<file path="src/common/bsm_pkg.sv">
// Package with constants and types for the boot strap and mode select block
package bsm_pkg;

  // Boot modes decoded from the strap pair
  typedef enum logic [1:0] {
    BSM_MODE_PARALLEL,
    BSM_MODE_FAST_SERIAL,
    BSM_MODE_SPI_SLAVE,
    BSM_MODE_STANDALONE
  } bsm_mode_t;

  // Strap pair encodings
  localparam logic [1:0] BSM_STRAP_PARALLEL = 2'h0;
  localparam logic [1:0] BSM_STRAP_FAST_SERIAL = 2'h1;
  localparam logic [1:0] BSM_STRAP_SPI_SLAVE = 2'h2;
  localparam logic [1:0] BSM_STRAP_STANDALONE = 2'h3;

  // Register byte addresses on the Wishbone bus
  localparam logic [15:0] BSM_ADDR_CPU_RATE = 16'hC008;
  localparam logic [15:0] BSM_ADDR_BOOT_STATUS = 16'hC010;

  // Reset value of the rate register: divide by one (full rate)
  localparam logic [15:0] BSM_CPU_RATE_RESET = 16'h0000;

  // Field positions of the boot status register
  localparam int BSM_ST_MODE_LSB = 0;
  localparam int BSM_ST_CLOCK_SOURCE_STRAP_BIT = 2;
  localparam int BSM_ST_DONE_BIT = 3;
  localparam int BSM_ST_FETCH_BIT = 4;
  localparam int BSM_ST_ROLE_BIT = 5;

  // Width of the rate divider field in the rate register
  localparam int BSM_RATE_FIELD_W = 4;

  // General purpose pin positions
  localparam int BSM_PIN_STRAP_LO = 30;
  localparam int BSM_PIN_STRAP_HI = 31;
  localparam int BSM_PIN_IDENT = 29;
  localparam int BSM_PIN_UART_TX = 28;
  localparam int BSM_PIN_UART_RX = 27;

  // Reset vector
  localparam logic [15:0] BSM_RESET_VECTOR = 16'hFF00;

  // Timing figures
  localparam int BSM_CLK_MHZ = 250;
  localparam int BSM_BOOT_US = 3000;
  localparam int BSM_FETCH_US = 200;
  localparam int BSM_BOOT_CYCLES = BSM_BOOT_US * BSM_CLK_MHZ;
  localparam int BSM_FETCH_CYCLES = BSM_FETCH_US * BSM_CLK_MHZ;

  // Interface rate ceilings in bits per second, and the parallel port width in bits
  localparam int BSM_SERIAL_MAX_BAUD = 2000000;
  localparam int BSM_SPI_MAX_BPS = 2000000;
  localparam int BSM_PARALLEL_WIDTH = 16;

endpackage : bsm_pkg

</file>
<file path="src/design/bsm_boot_select.sv">
// Boot strap capture, mode selection and pin role defaults
// Contract
// Capture strap pair at reset release
// Decode strap pair into four boot modes
// Boot procedure lasts at most three milliseconds
// Straps released to GPIO after boot
// Coprocessor mode enables only selected interface
// Code loading waits boot interval after reset
// Parallel sixteen bit, serial, SPI slave interfaces
// Standalone drives both strap pins as outputs; the code drives pin 30 only while eeprom_sda_oe_i is high
// Standalone gives pins 28,27 to debug UART
// Pin 29 sets port one A role
// Other ports peripheral, other pins inputs
// Clock select strap sampled after reset
// Standalone uses internal CPU, EEPROM or USB
// CPU rate reducible without touching peripherals
// Reset vector fetch about 200 us later
// Captured straps stable until next reset
//
// Local design decision: the Wishbone register port.
`timescale 1ns/1ps
`default_nettype none
module bsm_boot_select
  import bsm_pkg::*;
#(
  parameter int BOOT_CYCLES = BSM_BOOT_CYCLES,
  parameter int FETCH_CYCLES = BSM_FETCH_CYCLES,
  parameter int AW = 16
) (
  // Clock and reset
  input wire logic clk_i,
  input wire logic rst_i,
  // Wishbone slave
  input wire logic wb_cyc_i,
  input wire logic wb_stb_i,
  input wire logic wb_we_i,
  input wire logic [AW-1:0] wb_adr_i,
  input wire logic [3:0] wb_sel_i,
  input wire logic [31:0] wb_dat_i,
  output logic [31:0] wb_dat_o,
  output logic wb_ack_o,
  output logic wb_err_o,
  // Strap and pin levels
  input wire logic [31:0] gpio_in_i,
  input wire logic clock_source_strap_i,
  // Application pin control after boot
  input wire logic [31:0] app_gpio_out_i,
  input wire logic [31:0] app_gpio_oe_i,
  // Pin drive
  output logic [31:0] gpio_out_o,
  output logic [31:0] gpio_oe_o,
  // EEPROM bit-bang from boot firmware
  input wire logic eeprom_scl_i,
  input wire logic eeprom_sda_oe_i,
  // Debug UART transmit and receive
  input wire logic uart_tx_i,
  output logic uart_rx_o,
  // Mode and role results
  output logic [1:0] boot_mode_o,
  output logic parallel_host_port_en_o,
  output logic fast_serial_port_en_o,
  output logic spi_slave_en_o,
  output logic standalone_o,
  output logic internal_cpu_main_o,
  output logic usb_port_one_a_peripheral_o,
  output logic [2:0] usb_other_ports_peripheral_o,
  output logic clock_source_12mhz_o,
  output logic boot_busy_o,
  output logic load_allowed_o,
  output logic fetch_start_o,
  output logic [15:0] fetch_addr_o,
  output logic cpu_step_o
);

  // Width of the timer counters
  localparam int TW = $clog2(BOOT_CYCLES + 1) + 1;

  // Previous reset level, to see the release edge
  logic rst_q;
  // Captured straps held until next reset
  logic [1:0] strap;
  logic clock_source_strap;
  logic captured;
  // Boot and fetch timer results
  logic boot_done;
  logic fetch_done;
  logic fetch_seen;
  // Rate register
  logic [15:0] cpu_rate;

  // Decode of the strap pair, used once on the held or live straps
  function automatic bsm_mode_t bsm_decode(input logic [1:0] s);
    bsm_mode_t m;
    m = BSM_MODE_PARALLEL;
    if (s == BSM_STRAP_FAST_SERIAL) begin
      m = BSM_MODE_FAST_SERIAL;
    end else if (s == BSM_STRAP_SPI_SLAVE) begin
      m = BSM_MODE_SPI_SLAVE;
    end else if (s == BSM_STRAP_STANDALONE) begin
      m = BSM_MODE_STANDALONE;
    end
    return m;
  endfunction : bsm_decode

  // Release edge of the synchronous reset
  wire release_edge = rst_q && !rst_i;
  wire [1:0] strap_live = {gpio_in_i[BSM_PIN_STRAP_HI], gpio_in_i[BSM_PIN_STRAP_LO]};

  // Track the reset level
  always_ff @(posedge clk_i) begin
    rst_q <= rst_i;
  end

  // Straps are caught by a clocked process at the release, never by the reset itself
  always_ff @(posedge clk_i) begin
    if (rst_i) begin
      strap <= 2'h0;
      clock_source_strap <= 1'b0;
      captured <= 1'b0;
    end else if (release_edge) begin
      strap <= strap_live;
      clock_source_strap <= clock_source_strap_i;
      captured <= 1'b1;
    end
  end

  // Mode from the held straps; before capture the pins are still sampled live
  wire bsm_mode_t mode = bsm_decode(captured ? strap : strap_live);
  wire is_standalone = captured && (mode == BSM_MODE_STANDALONE);
  wire is_coproc = captured && !is_standalone;

  // Boot timer: cleared while reset is held, runs from release
  bsm_counter #(
    .COUNT(BOOT_CYCLES),
    .W(TW)
  ) u_boot_timer (
    .clk_i(clk_i),
    .rst_i(rst_i),
    .clear_i(1'b0),
    .done_o(boot_done)
  );

  // Fetch delay timer before the reset vector is issued
  bsm_counter #(
    .COUNT(FETCH_CYCLES),
    .W(TW)
  ) u_fetch_timer (
    .clk_i(clk_i),
    .rst_i(rst_i),
    .clear_i(1'b0),
    .done_o(fetch_done)
  );

  // One pulse when the fetch delay expires
  always_ff @(posedge clk_i) begin
    if (rst_i) begin
      fetch_seen <= 1'b0;
      fetch_start_o <= 1'b0;
    end else begin
      fetch_seen <= fetch_done;
      fetch_start_o <= fetch_done && !fetch_seen;
    end
  end
  assign fetch_addr_o = BSM_RESET_VECTOR;

  // Mode outputs
  assign boot_mode_o = mode;
  assign standalone_o = is_standalone;
  assign internal_cpu_main_o = is_standalone;
  assign parallel_host_port_en_o = is_coproc && (mode == BSM_MODE_PARALLEL);
  assign fast_serial_port_en_o = is_coproc && (mode == BSM_MODE_FAST_SERIAL);
  assign spi_slave_en_o = is_coproc && (mode == BSM_MODE_SPI_SLAVE);
  assign boot_busy_o = !boot_done;
  // Loading over the chosen interface waits for the full boot interval
  assign load_allowed_o = is_coproc && boot_done;
  assign clock_source_12mhz_o = clock_source_strap;

  // USB roles: port one A follows the identity pin in standalone, the rest default peripheral
  assign usb_port_one_a_peripheral_o = is_standalone ? gpio_in_i[BSM_PIN_IDENT] : 1'b1;
  assign usb_other_ports_peripheral_o = 3'h7;
  assign uart_rx_o = is_standalone ? gpio_in_i[BSM_PIN_UART_RX] : 1'b1;

  // Default pin plan while booting: everything input except the standalone extras
  logic [31:0] boot_out;
  logic [31:0] boot_oe;
  always_comb begin
    boot_out = 32'h0000_0000;
    boot_oe = 32'h0000_0000;
    if (is_standalone) begin
      boot_out[BSM_PIN_STRAP_HI] = eeprom_scl_i;
      boot_oe[BSM_PIN_STRAP_HI] = 1'b1;
      boot_out[BSM_PIN_STRAP_LO] = 1'b0;
      boot_oe[BSM_PIN_STRAP_LO] = eeprom_sda_oe_i;
      boot_out[BSM_PIN_UART_TX] = uart_tx_i;
      boot_oe[BSM_PIN_UART_TX] = 1'b1;
    end
  end

  // After boot the application owns the strap pins; the UART keeps its pins in standalone
  always_comb begin
    gpio_out_o = app_gpio_out_i;
    gpio_oe_o = app_gpio_oe_i;
    if (!boot_done || !captured) begin
      gpio_out_o = boot_out;
      gpio_oe_o = boot_oe;
    end else if (is_standalone) begin
      gpio_out_o[BSM_PIN_UART_TX] = uart_tx_i;
      gpio_oe_o[BSM_PIN_UART_TX] = 1'b1;
      gpio_oe_o[BSM_PIN_UART_RX] = 1'b0;
    end
  end

  // Wishbone decode
  wire bus_req = wb_cyc_i && wb_stb_i && !wb_ack_o && !wb_err_o;
  wire hit_rate = (wb_adr_i == BSM_ADDR_CPU_RATE);
  wire hit_status = (wb_adr_i == BSM_ADDR_BOOT_STATUS);
  wire hit_any = hit_rate || hit_status;
  wire [15:0] status_word = {10'h000, usb_port_one_a_peripheral_o, fetch_seen, boot_done, clock_source_strap, strap};

  // Rate register write, per byte lane; only the low field steers the divider
  always_ff @(posedge clk_i) begin
    if (rst_i) begin
      cpu_rate <= BSM_CPU_RATE_RESET;
    end else if (bus_req && wb_we_i && hit_rate) begin
      if (wb_sel_i[0]) begin
        cpu_rate[7:0] <= wb_dat_i[7:0];
      end
      if (wb_sel_i[1]) begin
        cpu_rate[15:8] <= wb_dat_i[15:8];
      end
    end
  end

  // One-cycle answer, error on unmapped address
  always_ff @(posedge clk_i) begin
    if (rst_i) begin
      wb_ack_o <= 1'b0;
      wb_err_o <= 1'b0;
      wb_dat_o <= 32'h0000_0000;
    end else begin
      wb_ack_o <= bus_req && hit_any;
      wb_err_o <= bus_req && !hit_any;
      if (bus_req && !wb_we_i && hit_rate) begin
        wb_dat_o <= {16'h0000, cpu_rate};
      end else if (bus_req && !wb_we_i && hit_status) begin
        wb_dat_o <= {16'h0000, status_word};
      end else begin
        wb_dat_o <= 32'h0000_0000;
      end
    end
  end

  // CPU step pulses; peripherals keep running on clk_i
  bsm_cpu_rate #(
    .RW(BSM_RATE_FIELD_W)
  ) u_cpu_rate (
    .clk_i(clk_i),
    .rst_i(rst_i),
    .rate_i(cpu_rate[BSM_RATE_FIELD_W-1:0]),
    .cpu_step_o(cpu_step_o)
  );

endmodule : bsm_boot_select
`default_nettype wire

</file>
<file path="src/design/bsm_counter.sv">
// Terminal count timer restarted by a clear
`timescale 1ns/1ps
`default_nettype none
module bsm_counter
  import bsm_pkg::*;
#(
  parameter int COUNT = 16,
  parameter int W = 24
) (
  // Clock and reset
  input wire logic clk_i,
  input wire logic rst_i,
  // Control
  input wire logic clear_i,
  // Status
  output logic done_o
);

  // Running count
  logic [W-1:0] count;
  localparam logic [W-1:0] LAST = W'(COUNT - 1);

  // Count up to the terminal value then hold
  always_ff @(posedge clk_i) begin
    if (rst_i || clear_i) begin
      count <= '0;
      done_o <= 1'b0;
    end else if (count == LAST) begin
      done_o <= 1'b1;
    end else begin
      count <= count + W'(1);
    end
  end

endmodule : bsm_counter
`default_nettype wire

</file>
<file path="src/design/bsm_cpu_rate.sv">
// CPU clock enable generator dividing the core rate by 2^n
`timescale 1ns/1ps
`default_nettype none
module bsm_cpu_rate
  import bsm_pkg::*;
#(
  parameter int RW = BSM_RATE_FIELD_W
) (
  // Clock and reset
  input wire logic clk_i,
  input wire logic rst_i,
  // Divider exponent from software
  input wire logic [RW-1:0] rate_i,
  // One-cycle CPU step pulse
  output logic cpu_step_o
);

  // Free running prescaler; peripherals never see it, only the CPU step
  logic [15:0] pre;
  wire [15:0] mask = (16'h0001 << rate_i) - 16'h0001;

  // Step when the low bits wrap
  always_ff @(posedge clk_i) begin
    if (rst_i) begin
      pre <= 16'h0000;
      cpu_step_o <= 1'b0;
    end else begin
      pre <= pre + 16'h0001;
      cpu_step_o <= ((pre & mask) == mask);
    end
  end

endmodule : bsm_cpu_rate
`default_nettype wire

</file>
<file path="config.mk">
export PLATFORM = sky130hd
export DESIGN_NAME = bsm_boot_select
export DESIGN_NICKNAME = d
export VERILOG_FILES = /design/src/common/bsm_pkg.sv /design/src/design/bsm_boot_select.sv /design/src/design/bsm_counter.sv /design/src/design/bsm_cpu_rate.sv
export SDC_FILE = /design/constraint.sdc
export NUM_CORES = 1
export LEC_CHECK = 0
export ABC_AREA = 0
export BUFFER_PORTS_ARGS = -buffer_cell sky130_fd_sc_hd__buf_2
export CORE_ASPECT_RATIO = 0.6
export CORE_MARGIN = 1
export CORE_UTILIZATION = 46
export CTS_BUF_LIST = sky130_fd_sc_hd__clkbuf_8
export DETAILED_ROUTE_END_ITERATION = 10
export PLACE_DENSITY = 0.85
export SYNTH_ARGS = -nofsm -noshare
export SYNTH_HDL_FRONTEND = slang
export SYNTH_SLANG_ARGS = --single-unit
</file>
<file path="constraint.sdc">
create_clock -name clk_i -period 2.5 [get_ports clk_i]
set_input_delay 0.125 -clock clk_i [delete_from_list [all_inputs] [get_ports clk_i]]
set_output_delay 0.125 -clock clk_i [all_outputs]
set_load 0.01 [all_outputs]
</file>
==> results of run 1 <==
[stage by stage]
| step | power [mW] | setup WS (ns) | instance area, um^2 |
|---|---|---|---|
| global route | 3.09 | 0.0636 | 6450 |
| floorplan | 1.82 | 0.546 | 5200 |
| finish | 2.97 | 0.365 | 6450 |
| detailed placement | 1.90 | 0.370 | 6050 |
| CTS | 2.98 | 0.430 | 6450 |
| global placement | 1.90 | 0.423 | 6050 |
[sequential cells by signal (all words and copies together) (netlist names), 2 cells and up]
signal / count
u_fetch_timer.count: 21
cpu_rate: 16
u_boot_timer.count: 21
strap: 2
u_cpu_rate.pre: 15
wb_dat_o: 16
[worst max path at each step]
stage / end / slack (ns)
floorplan: u_cpu_rate.cpu_step_o / 0.55
global placement: wb_dat_o[8] / 0.42
detailed placement: wb_dat_o[2] / 0.37
CTS: u_cpu_rate.cpu_step_o / 0.43
global route: u_cpu_rate.cpu_step_o / 0.06
finish: u_cpu_rate.cpu_step_o / 0.36
[layout make-up]
type,instances,area (um^2),share of cell area
repair buffers,233,1280,0.199
flip-flops and latches,101,2020,0.313
inverters,14,52.6,0.00814
multi-input cells,459,2710,0.420
well taps,139,174,0.0270
clock buffers,9,124,0.0192
clock inverters,7,86.3,0.0134
[report_power, final]
group          switching (mW)  internal [mW]
sequential             0.0230           1.63
clock                   0.672          0.405
combinational           0.131          0.114
[timing repair]
item | in CTS | in global routing
setup buffers | 0 | 0
hold buffers | 19 | 0
setup endpoints to repair | 0 | 0
hold endpoints to repair | 19 | 0
[per-layer routing]
layer	up-vias	part of all wire
met1	2242	0.43
li1	2438	-
met5	-	0
met2	170	0.47
met4	0	0.032
met3	33	0.064
[kinds of logic (layout without fill, tap and decap cells)]
| family | count (synthesis) | after routing |
|---|---|---|
| other cells | 2 | 35 |
| buf+inv | 83 | 263 |
| simple gates | 307 | 307 |
| fa+ha+maj | 4 | 4 |
| flops | 101 | 101 |
| xor+xnor | 46 | 46 |
| compound gates | 45 | 45 |
| mux | 22 | 22 |
[critical path, stage by stage, from the launching register on]
cell and delay, ns:
sky130_fd_sc_hd__dfxtp_1 0.55, sky130_fd_sc_hd__inv_1 0.13, sky130_fd_sc_hd__nand2_1 0.08, sky130_fd_sc_hd__ha_1 0.27
sky130_fd_sc_hd__or3_1 0.16, sky130_fd_sc_hd__a211oi_1 0.08, sky130_fd_sc_hd__a2111oi_0 0.40, sky130_fd_sc_hd__nand2_1 0.11
sky130_fd_sc_hd__nor4_1 0.28
[layout by cell type, fill, tap and decap left out, types with 21 or more instances in the layout]
cell type and instances:
sky130_fd_sc_hd__buf_2 206, sky130_fd_sc_hd__dfxtp_1 101, sky130_fd_sc_hd__nor2_1 91, sky130_fd_sc_hd__and3_1 64
sky130_fd_sc_hd__conb_1 35, sky130_fd_sc_hd__nand2_1 33, sky130_fd_sc_hd__nand3_1 26, sky130_fd_sc_hd__xnor2_1 24
sky130_fd_sc_hd__xor2_1 22, sky130_fd_sc_hd__mux2i_1 21
==> load_flow_metrics.sql, run 1 <==
INSERT INTO impl_metrics (metric_group, metric, value, unit) VALUES
('status', 'run_status', 'finished clean', ''),
('setup_path', 'regToRegSetupSlack', '0.36', 'ns'),
('setup_path', 'crit_path_start', 'cpu_rate[0]', ''),
('synthesis', 'synthXorXnorAreaFrac', '0.0794', ''),
('routing', 'totalWireLength', '14800', 'um'),
('routing', 'starting_drt_drc_count', '360', ''),
('cts', 'cts_tree', 'built', ''),
('routing', 'route.detailed.wl_per_inst', '15.4', 'um'),
('synthesis', 'synth_top_family_by_area', 'simple AND/OR/NAND/NOR gates', ''),
('final_layout', 'layout.nets', '979', ''),
('synthesis', 'most_common_library_cells_after_synthesis', 'sky130_fd_sc_hd__dfxtp_1 (101), sky130_fd_sc_hd__nor2_1 (91), sky130_fd_sc_hd__and3_1 (64), sky130_fd_sc_hd__buf_4 (36), sky130_fd_sc_hd__nand2_1 (33)', ''),
('cts', 'clkSlewWorstSetupHoldPaths', '0.12', 'ns'),
('setup_path', 'worst-endpoint-required', '2.80', 'ns'),
('hold_path', 'worst_hold_path_type', 'input pin to flip-flop', ''),
('synthesis', 'post_synthesis_share_of_cell_area_spent_on_full_adders_half_adders_and_majority_gates', '0.00986', ''),
('synthesis', 'postSynth.asyncResetShare', '0', ''),
('timing', 'hold_violations', '0', ''),
('placed_design', 'place.detailed.instances', '927', ''),
('synthesis', 'post_synth_mux_area_share', '0.0436', ''),
('cts', 'cts.repair.resized', '0', ''),
('synthesis', 'synth_top_area_share', '0.399', ''),
('final_layout', 'layoutNonFillerInstCount', '962', ''),
('synthesis', 'synth-compound-area-share', '0.0565', ''),
('floorplan', 'coreArea', '0.0106', 'mm^2'),
('grt', 'total_routing_resource_utilization_after_global_routing', '0.256', ''),
('final_layout', 'share_of_cells_above_drive_strength_1', '0.295', ''),
('setup_path', 'setup.worst_path.class', 'flip-flop to flip-flop', ''),
('floorplan', 'initial_utilization', '0.477', ''),
('floorplan', 'die-area', '0.0115', 'mm^2'),
('floorplan', 'fp.dieW', '138', 'um'),
('grt', 'global_route.overflow_total', '0', ''),
('grt', 'grt_start_max_net_pins', '64', ''),
('routing', 'via_count', '4883', ''),
('grt', 'grt_first_pass_wirelength', '22400', 'um'),
('timing', 'period_share', '0.854', ''),
('cts', 'clkSinkCount', '101', ''),
('routing', 'dr.pass1.iters', '7', ''),
('floorplan', 'pin_count', '288', ''),
('synthesis', 'seq_area_frac_synth', '0.399', ''),
('timing', 'max_slew_margin', '0.603', ''),
('synthesis', 'yosysMostFrequentCell', 'sky130_fd_sc_hd__dfxtp_1', ''),
('grt', 'global_route.usage.met2', '0.402', ''),
('timing', 'clock-skew-final', '0.0215', 'ns'),
('cts', 'cts-root-to-sink-buffers', '2', ''),
('grt', 'global_route.usage.met1', '0.328', ''),
('timing', 'timing.final.setup_violations', '0', ''),
('synthesis', 'synth_simple_gate_area_frac', '0.319', ''),
('timing', 'slew_limit_fails', '0', ''),
('synthesis', 'synth_area_leaders', 'sky130_fd_sc_hd__dfxtp_1 (40%), sky130_fd_sc_hd__and3_1 (7.9%), sky130_fd_sc_hd__nor2_1 (6.7%)', ''),
('final_layout', 'n_fill_cell', '885', ''),
('grt', 'antenna_found_initial', '0', ''),
('floorplan', 'placementRows', '29', ''),
('setup_path', 'ff2ff_path_depth', '8', ''),
('cts', 'clock_latency', '0.40', 'ns'),
('power', 'static_leak', '3.27', 'nW'),
('routing', 'avgViaCountPerCell', '5.08', ''),
('timing', 'layout_min_cycle_time', '2.14', 'ns'),
('setup_path', 'timing.critical_path.arrival', '2.43', 'ns'),
('timing', 'fin_hold_ws', '0.0601', 'ns'),
('hold_path', 'holdPathStages', '3', ''),
('synthesis', 'number_of_different_library_cells_in_the_post_synthesis_netlist', '49', ''),
('routing', 'antenna_violating_nets_post_route', '0', ''),
('synthesis', 'yosys_register_bits', '101', ''),
('grt', 'grt_use_met3', '0.0745', ''),
('final_layout', 'areaGrowthSynthToFinish', '27.2', '%'),
('synthesis', 'yosys_warnings', '0', ''),
('placed_design', 'post-dp-hpwl', '10600', 'um'),
('timing', 'setup_tns', '0', 'ns'),
('hold_path', 'hp-start', 'gpio_in_i[29]', ''),
('setup_path', 'crit_path_max_fanout', '11', ''),
('timing', 'grt_setup_unrepaired', 'no', '');
Power figures use the tool's default switching activity.
==> run 2: changes to the inputs <==
Settings changed: CORE_UTILIZATION 46 to 45, CTS_BUF_LIST sky130_fd_sc_hd__clkbuf_8 to sky130_fd_sc_hd__clkbuf_16, PLACE_DENSITY 0.85 to 0.84.
==> run 2 against run 1 <==
Against the previous run: the flow now finishes with violations (design-rule violations); clock power rose by 27%; sequential power is essentially flat; combinational power is 13% lower; setup slack worse by 0.051 ns; routed wire length fell by 6.5%; clock skew decreased by 0.015 ns; hold slack lost 0.052 ns; count of clock-buffer cells in the layout stayed put; critical path type unchanged.
==> load_flow_metrics.sql, run 2 (synthesis results as in run 1) <==
INSERT INTO impl_metrics (metric_group, metric, value, unit) VALUES
('final_layout', 'layout.nets', '962', ''),
('setup_path', 'ff2ff_path_depth', '5', ''),
('timing', 'period_share', '0.874', ''),
('final_layout', 'postLayoutCellArea', '0.00637', 'mm^2'),
('setup_path', 'timing.rr.end', 'cpu_rate[7]', ''),
('cts', 'cts.repair.resized', '0', ''),
('cts', 'postCtsSetupRepairBufs', '0', ''),
('power', 'static_leak', '3.23', 'nW'),
('hold_path', 'worst_hold_path_type', 'input pin to flip-flop', ''),
('placed_design', 'place.detailed.instances', '926', ''),
('routing', 'antenna_violating_nets_post_route', '0', ''),
('grt', 'total_routing_resource_utilization_after_global_routing', '0.239', ''),
('routing', 'wl_met1', '6350', 'um'),
('final_layout', 'n_fill_cell', '982', ''),
('cts', 'clkSinkCount', '101', ''),
('floorplan', 'placementRows', '29', ''),
('final_layout', 'multi_input_area', '0.00271', 'mm^2'),
('setup_path', 'setup.worst_path.class', 'flip-flop to flip-flop', ''),
('cts', 'clock_latency', '0.36', 'ns'),
('setup_path', 'regToRegSetupSlack', '0.31', 'ns'),
('cts', 'cts_tree', 'built', ''),
('setup_path', 'worst-endpoint-required', '2.71', 'ns'),
('grt', 'grt_first_pass_wirelength', '22100', 'um'),
('grt', 'antenna_found_initial', '2', ''),
('grt', 'grt_start_max_net_pins', '84', ''),
('timing', 'hold_violations', '0', ''),
('final_layout', 'largest_registers', 'u_boot_timer.count (21), u_fetch_timer.count (21)', ''),
('final_layout', 'areaGrowthSynthToFinish', '25.5', '%'),
('routing', 'starting_drt_drc_count', '277', ''),
('final_layout', 'layout.area.seq', '0.00202', 'mm^2'),
('routing', 'totalWireLength', '13900', 'um'),
('timing', 'timing.final.setup_violations', '0', ''),
('final_layout', 'final_common_cell', 'sky130_fd_sc_hd__buf_2', ''),
('setup_path', 'crit_path_start', 'wb_ack_o', ''),
('cts', 'cts.root.buffer_cell', 'sky130_fd_sc_hd__clkbuf_16', ''),
('placed_design', 'placed_area', '0.00604', 'mm^2'),
('routing', 'number_of_design_rule_violations_left_after_detail_routing', '15', ''),
('setup_path', 'worst_setup_path_start_kind', 'flip-flop', ''),
('timing', 'max_slew.worst_pin.slew', '0.863', 'ns'),
('cts', 'clkSlewWorstSetupHoldPaths', '0.07', 'ns'),
('floorplan', 'initial_utilization', '0.471', ''),
('routing', 'met2_routed_wl', '6280', 'um'),
('setup_path', 'worst_setup_ep_type', 'flip-flop', ''),
('placed_design', 'post-dp-hpwl', '10500', 'um'),
('setup_path', 'crit_path_max_fanout', '8', ''),
('timing', 'layout_min_cycle_time', '2.19', 'ns'),
('routing', 'dr_wl_met3', '851', 'um'),
('cts', 'holdBufCountCts', '3', ''),
('status', 'run_status', 'finished with violations', ''),
('grt', 'global_route.overflow_total', '0', ''),
('power', 'powerDensity', '507', 'mW/mm^2'),
('routing', 'top_signal_layer_used', 'met4', ''),
('timing', 'setup_tns', '0', 'ns'),
('routing', 'route.detailed.wl_per_inst', '14.6', 'um'),
('cts', 'cts-root-to-sink-buffers', '2', ''),
('grt', 'via_count_of_the_first_global_routing_pass', '4349', ''),
('status', 'violations', 'design-rule violations', ''),
('floorplan', 'die_y', '84.3', 'um'),
('flow_run', 'drv_cap', '0', ''),
('cts', 'htree_levels', '3', ''),
('final_layout', 'final_core_utilization', '0.591', ''),
('timing', 'clock-skew-final', '0.00626', 'ns'),
('final_layout', 'layoutNonFillerInstCount', '947', ''),
('floorplan', 'coreArea', '0.0108', 'mm^2'),
('routing', 'avgViaCountPerCell', '4.96', ''),
('floorplan', 'die-area', '0.0117', 'mm^2'),
('placed_design', 'port-buffer-count', '206', ''),
('cts', 'numCtsBuffers', '9', ''),
('setup_path', 'reg2reg_from', 'wb_ack_o', ''),
('placed_design', 'final_gp_congestion', '0.846', ''),
('final_layout', 'share_of_cells_above_drive_strength_1', '0.300', ''),
('floorplan', 'pin_count', '288', ''),
('setup_path', 'timing.critical_path.to', 'cpu_rate[7]', ''),
('timing', 'max_freq', '457', 'MHz'),
('final_layout', 'final_cell_mix', 'sky130_fd_sc_hd__buf_2 (206), sky130_fd_sc_hd__dfxtp_1 (101), sky130_fd_sc_hd__nor2_1 (91), sky130_fd_sc_hd__and3_1 (64), sky130_fd_sc_hd__conb_1 (35)', ''),
('timing', 'max_slew_margin', '0.425', ''),
('setup_path', 'timing.critical_path.arrival', '2.40', 'ns'),
('timing', 'fin_hold_ws', '0.00833', 'ns'),
('timing', 'slew_limit_fails', '0', ''),
('timing', 'grt_setup_unrepaired', 'no', ''),
('floorplan', 'fp.dieW', '139', 'um'),
('routing', 'dr.pass1.iters', '11', ''),
('power', 'ir_drop', '0.000318', 'V'),
('routing', 'via_count', '4694', '');
==> run 2: changes by cell type in the layout (fill, tap and decap cells not counted) <==
cell	delta
sky130_fd_sc_hd__clkinv_4	+1
sky130_fd_sc_hd__clkbuf_8	-9
sky130_fd_sc_hd__clkbuf_16	+9
sky130_fd_sc_hd__clkinv_8	-3
sky130_fd_sc_hd__diode_2	+2
sky130_fd_sc_hd__dlygate4sd3_1	-16
sky130_fd_sc_hd__inv_8	+1
sky130_fd_sc_hd__clkinvlp_4	+1
sky130_fd_sc_hd__buf_4	-1
==> run 2: worst max-delay path, cell delays in order (launching register included) <==
cell,delay (ns)
sky130_fd_sc_hd__dfxtp_1,0.32
sky130_fd_sc_hd__nand4bb_1,0.29
sky130_fd_sc_hd__nor4b_1,0.67
sky130_fd_sc_hd__nand3_2,0.44
sky130_fd_sc_hd__mux2i_1,0.27
sky130_fd_sc_hd__nor2_1,0.06
==> run 2: cell type report <==
class / instances / area share
multi-input cells: 459 / 0.426
clock buffers: 9 / 0.0354
clock inverters: 7 / 0.0102
well taps: 139 / 0.0273
repair buffers: 216 / 0.175
flip-flops and latches: 101 / 0.317
diodes: 2 / 0.000786
inverters: 14 / 0.00825
==> run 2: report_power, final <==
group | switching (mW) | internal (mW) | leakage [nW]
registers | 0.0241 | 1.63 | 0.817
clock network | 0.667 | 0.701 | 0.141
logic | 0.117 | 0.0968 | 2.27
total | 0.808 | 2.42 | 3.23
==> run 2: metal layers <==
layer,up-vias,track usage
met1,2149,0.311
met4,0,0.0889
met5,-,0
met3,21,0.0690
met2,135,0.377
li1,2389,-
==> run 2: through the flow <==
step,power [mW],worst slack [ns]
after floorplan,1.82,0.546
after global placement,1.89,0.409
after detailed placement,1.89,0.381
after CTS,3.25,0.335
after global routing,3.36,0.196
final,3.23,0.314
==> run 2: worst min-delay path by stage <==
stage | to | cells after the start | slack (ns) | startpoint
global route | cpu_rate[4] | 3 | 0.006 | wb_dat_i[4]
CTS | cpu_rate[4] | 3 | 0.0002 | wb_dat_i[4]
finish | cpu_rate[2] | 3 | 0.008 | wb_dat_i[2]
detailed placement | cpu_rate[1] | 3 | 0.36 | wb_dat_i[1]
global placement | cpu_rate[6] | 3 | 0.35 | wb_dat_i[6]
floorplan | rst_q | 0 | 0.15 | rst_i
==> run 3: changes to the inputs <==
Settings changed: GPL_TIMING_DRIVEN from default to 0.
==> run 3 against run 2 <==
Against the previous run: the run still ends with design-rule violations left; non-clock buffer count rose by 64; core utilization grew 3.8 points; total power is 2.8% higher; routed wire length increased by 6.8%; die area is the same; critical endpoint is now u_cpu_rate.cpu_step_o; design area rose by 6.4%; first-iteration DRC count grew 42%; global-route usage rose by 1.3 points; cell count grew 6.9%; sequential power is essentially flat; count of clock-buffer cells in the layout unchanged.
==> load_flow_metrics.sql, run 3 (synthesis results as in run 1) <==
INSERT INTO impl_metrics (metric_group, metric, value, unit) VALUES
('final_layout', 'layout.nets', '1026', ''),
('routing', 'dr.pass1.iters', '10', ''),
('setup_path', 'worst_setup_ep_type', 'flip-flop', ''),
('final_layout', 'final_core_utilization', '0.629', ''),
('timing', 'fin_hold_ws', '0.00839', 'ns'),
('grt', 'grt_first_pass_wirelength', '23300', 'um'),
('grt', 'grt_start_max_net_pins', '22', ''),
('status', 'run_status', 'finished with violations', ''),
('placed_design', 'final_gp_congestion', '0.880', ''),
('final_layout', 'share_of_cells_above_drive_strength_1', '0.318', ''),
('routing', 'antenna_violating_nets_post_route', '0', ''),
('setup_path', 'crit_path_max_fanout', '10', ''),
('final_layout', 'final_cell_mix', 'sky130_fd_sc_hd__buf_2 (207), sky130_fd_sc_hd__dfxtp_1 (101), sky130_fd_sc_hd__nor2_1 (91), sky130_fd_sc_hd__and3_1 (64), sky130_fd_sc_hd__buf_4 (36)', ''),
('hold_path', 'worst_hold_path_type', 'input pin to flip-flop', ''),
('cts', 'cts_tree', 'built', ''),
('power', 'static_leak', '3.46', 'nW'),
('cts', 'numCtsBuffers', '9', ''),
('cts', 'clkSinkCount', '101', ''),
('floorplan', 'fp.dieW', '139', 'um'),
('routing', 'via_count', '5003', ''),
('cts', 'cts-root-to-sink-buffers', '2', ''),
('setup_path', 'worst_setup_path_start_kind', 'flip-flop', ''),
('cts', 'htree_levels', '3', ''),
('power', 'ir_drop', '0.000364', 'V'),
('routing', 'totalWireLength', '14800', 'um'),
('routing', 'starting_drt_drc_count', '394', ''),
('setup_path', 'cp_slowest_stage_delay', '0.41', 'ns'),
('setup_path', 'critical-path-slowest-cell', 'sky130_fd_sc_hd__clkbuf_1', ''),
('timing', 'max_freq', '431', 'MHz'),
('timing', 'clock-skew-final', '0.00922', 'ns'),
('grt', 'global_route.overflow_total', '0', ''),
('final_layout', 'areaGrowthSynthToFinish', '33.6', '%'),
('final_layout', 'layoutNonFillerInstCount', '1012', ''),
('placed_design', 'post-dp-hpwl', '11500', 'um'),
('setup_path', 'crit_path_cell_trace', 'clkbuf_1, nor3_2, nand2_1, ha_1, or3_1, a211oi_1, a2111oi_0, nand2_1, nor4_1', ''),
('floorplan', 'die_y', '84.3', 'um'),
('placed_design', 'place.detailed.instances', '988', ''),
('timing', 'layout_min_cycle_time', '2.32', 'ns'),
('cts', 'clkSlewWorstSetupHoldPaths', '0.08', 'ns'),
('floorplan', 'initial_utilization', '0.471', ''),
('grt', 'antenna_found_initial', '3', ''),
('cts', 'cts.root.buffer_cell', 'sky130_fd_sc_hd__clkbuf_16', ''),
('floorplan', 'coreArea', '0.0108', 'mm^2'),
('timing', 'timing.final.setup_violations', '0', ''),
('placed_design', 'placed_area', '0.00640', 'mm^2'),
('floorplan', 'die-area', '0.0117', 'mm^2'),
('routing', 'avgViaCountPerCell', '4.94', ''),
('final_layout', 'postLayoutCellArea', '0.00678', 'mm^2'),
('final_layout', 'final_common_cell', 'sky130_fd_sc_hd__buf_2', ''),
('grt', 'total_routing_resource_utilization_after_global_routing', '0.252', ''),
('timing', 'hold_violations', '0', ''),
('floorplan', 'pin_count', '288', ''),
('status', 'violations', 'design-rule violations', ''),
('final_layout', 'largest_registers', 'u_boot_timer.count (21), u_fetch_timer.count (21)', ''),
('floorplan', 'placementRows', '29', ''),
('setup_path', 'setup.worst_path.class', 'flip-flop to flip-flop', ''),
('setup_path', 'regToRegSetupSlack', '0.18', 'ns'),
('timing', 'max_slew.worst_pin.slew', '0.869', 'ns'),
('setup_path', 'crit_top_cell', 'sky130_fd_sc_hd__nand2_1', ''),
('grt', 'via_count_of_the_first_global_routing_pass', '4477', ''),
('timing', 'period_share', '0.928', ''),
('setup_path', 'timing.critical_path.arrival', '2.58', 'ns'),
('placed_design', 'port-buffer-count', '206', ''),
('timing', 'max_slew_margin', '0.416', ''),
('routing', 'route.detailed.wl_per_inst', '14.6', 'um'),
('timing', 'slew_limit_fails', '0', ''),
('setup_path', 'worst-endpoint-required', '2.76', 'ns'),
('power', 'powerDensity', '490', 'mW/mm^2'),
('flow_run', 'drv_cap', '0', ''),
('cts', 'clock_latency', '0.35', 'ns'),
('routing', 'number_of_design_rule_violations_left_after_detail_routing', '15', '');
[run 3: per-layer routing]
metal | up-vias | track usage | routed length (um)
met5 | - | 0 | 0
met4 | 0 | 0.0889 | 351
met1 | 2306 | 0.334 | 6910
met3 | 26 | 0.0639 | 779
met2 | 140 | 0.399 | 6750
li1 | 2531 | - | -
[run 3: area by class of cell]
| cell class | instances | area [um^2] |
|---|---|---|
| Antenna cell | 3 | 7.51 |
| Buffer | 69 | 413 |
| Clock buffer | 9 | 225 |
| Clock inverter | 7 | 86.3 |
| Fill cell | 930 | 4000 |
| Inverter | 14 | 52.6 |
| Multi-Input combinational cell | 459 | 2720 |
| Sequential cell | 101 | 2020 |
| Tap cell | 139 | 174 |
| Timing Repair Buffer | 211 | 1080 |
[run 3: power by group]
| part | total (mW) | leakage, nW | internal (mW) | switching [mW] |
|---|---|---|---|---|
| sequential | 1.65 | 0.817 | 1.63 | 0.0202 |
| clock | 1.40 | 0.151 | 0.718 | 0.685 |
| combinational | 0.274 | 2.49 | 0.138 | 0.136 |
| total | 3.32 | 3.46 | 2.48 | 0.842 |
[run 3: final timing paths]
path / from / end / cells after the start
setup / recovery: cpu_rate[2] / u_cpu_rate.cpu_step_o / 9
hold / removal: wb_dat_i[8] / cpu_rate[8] / 3
setup reg to reg: cpu_rate[2] / u_cpu_rate.cpu_step_o / 9
hold reg to reg: fetch_seen / fetch_start_o / 1
[run 3: stage by stage]
| step | total power [mW] | worst slack [ns] | setup TNS (ns) |
|---|---|---|---|
| 2_1_floorplan | 1.82 | 0.546 | 0 |
| 3_3_place_gp | 1.94 | 0.264 | 0 |
| 3_5_place_dp | 1.94 | 0.163 | 0 |
| 4_1_cts | 3.35 | 0.125 | 0 |
| 5_1_grt | 3.46 | -0.0193 | -0.0193 |
| 6_report | 3.32 | 0.179 | 0 |
[run 3: worst max-delay path, delay by kind of cell (launching register included)]
family	cells	cell delay (ns)
and+or+nand+nor	5	0.77
buffers and inverters	1	0.41
AOI/OAI and AO/OA	2	0.39
DFF	1	0.37
adders and majority gates	1	0.29
[run 3: what timing repair did]
action                                 in CTS  in global routing
setup buffers                               0                  0
resized for setup                           0                  5
setup endpoints to repair                   0                  1
hold buffers                                5                  0
endpoints found under the hold margin       5                  0
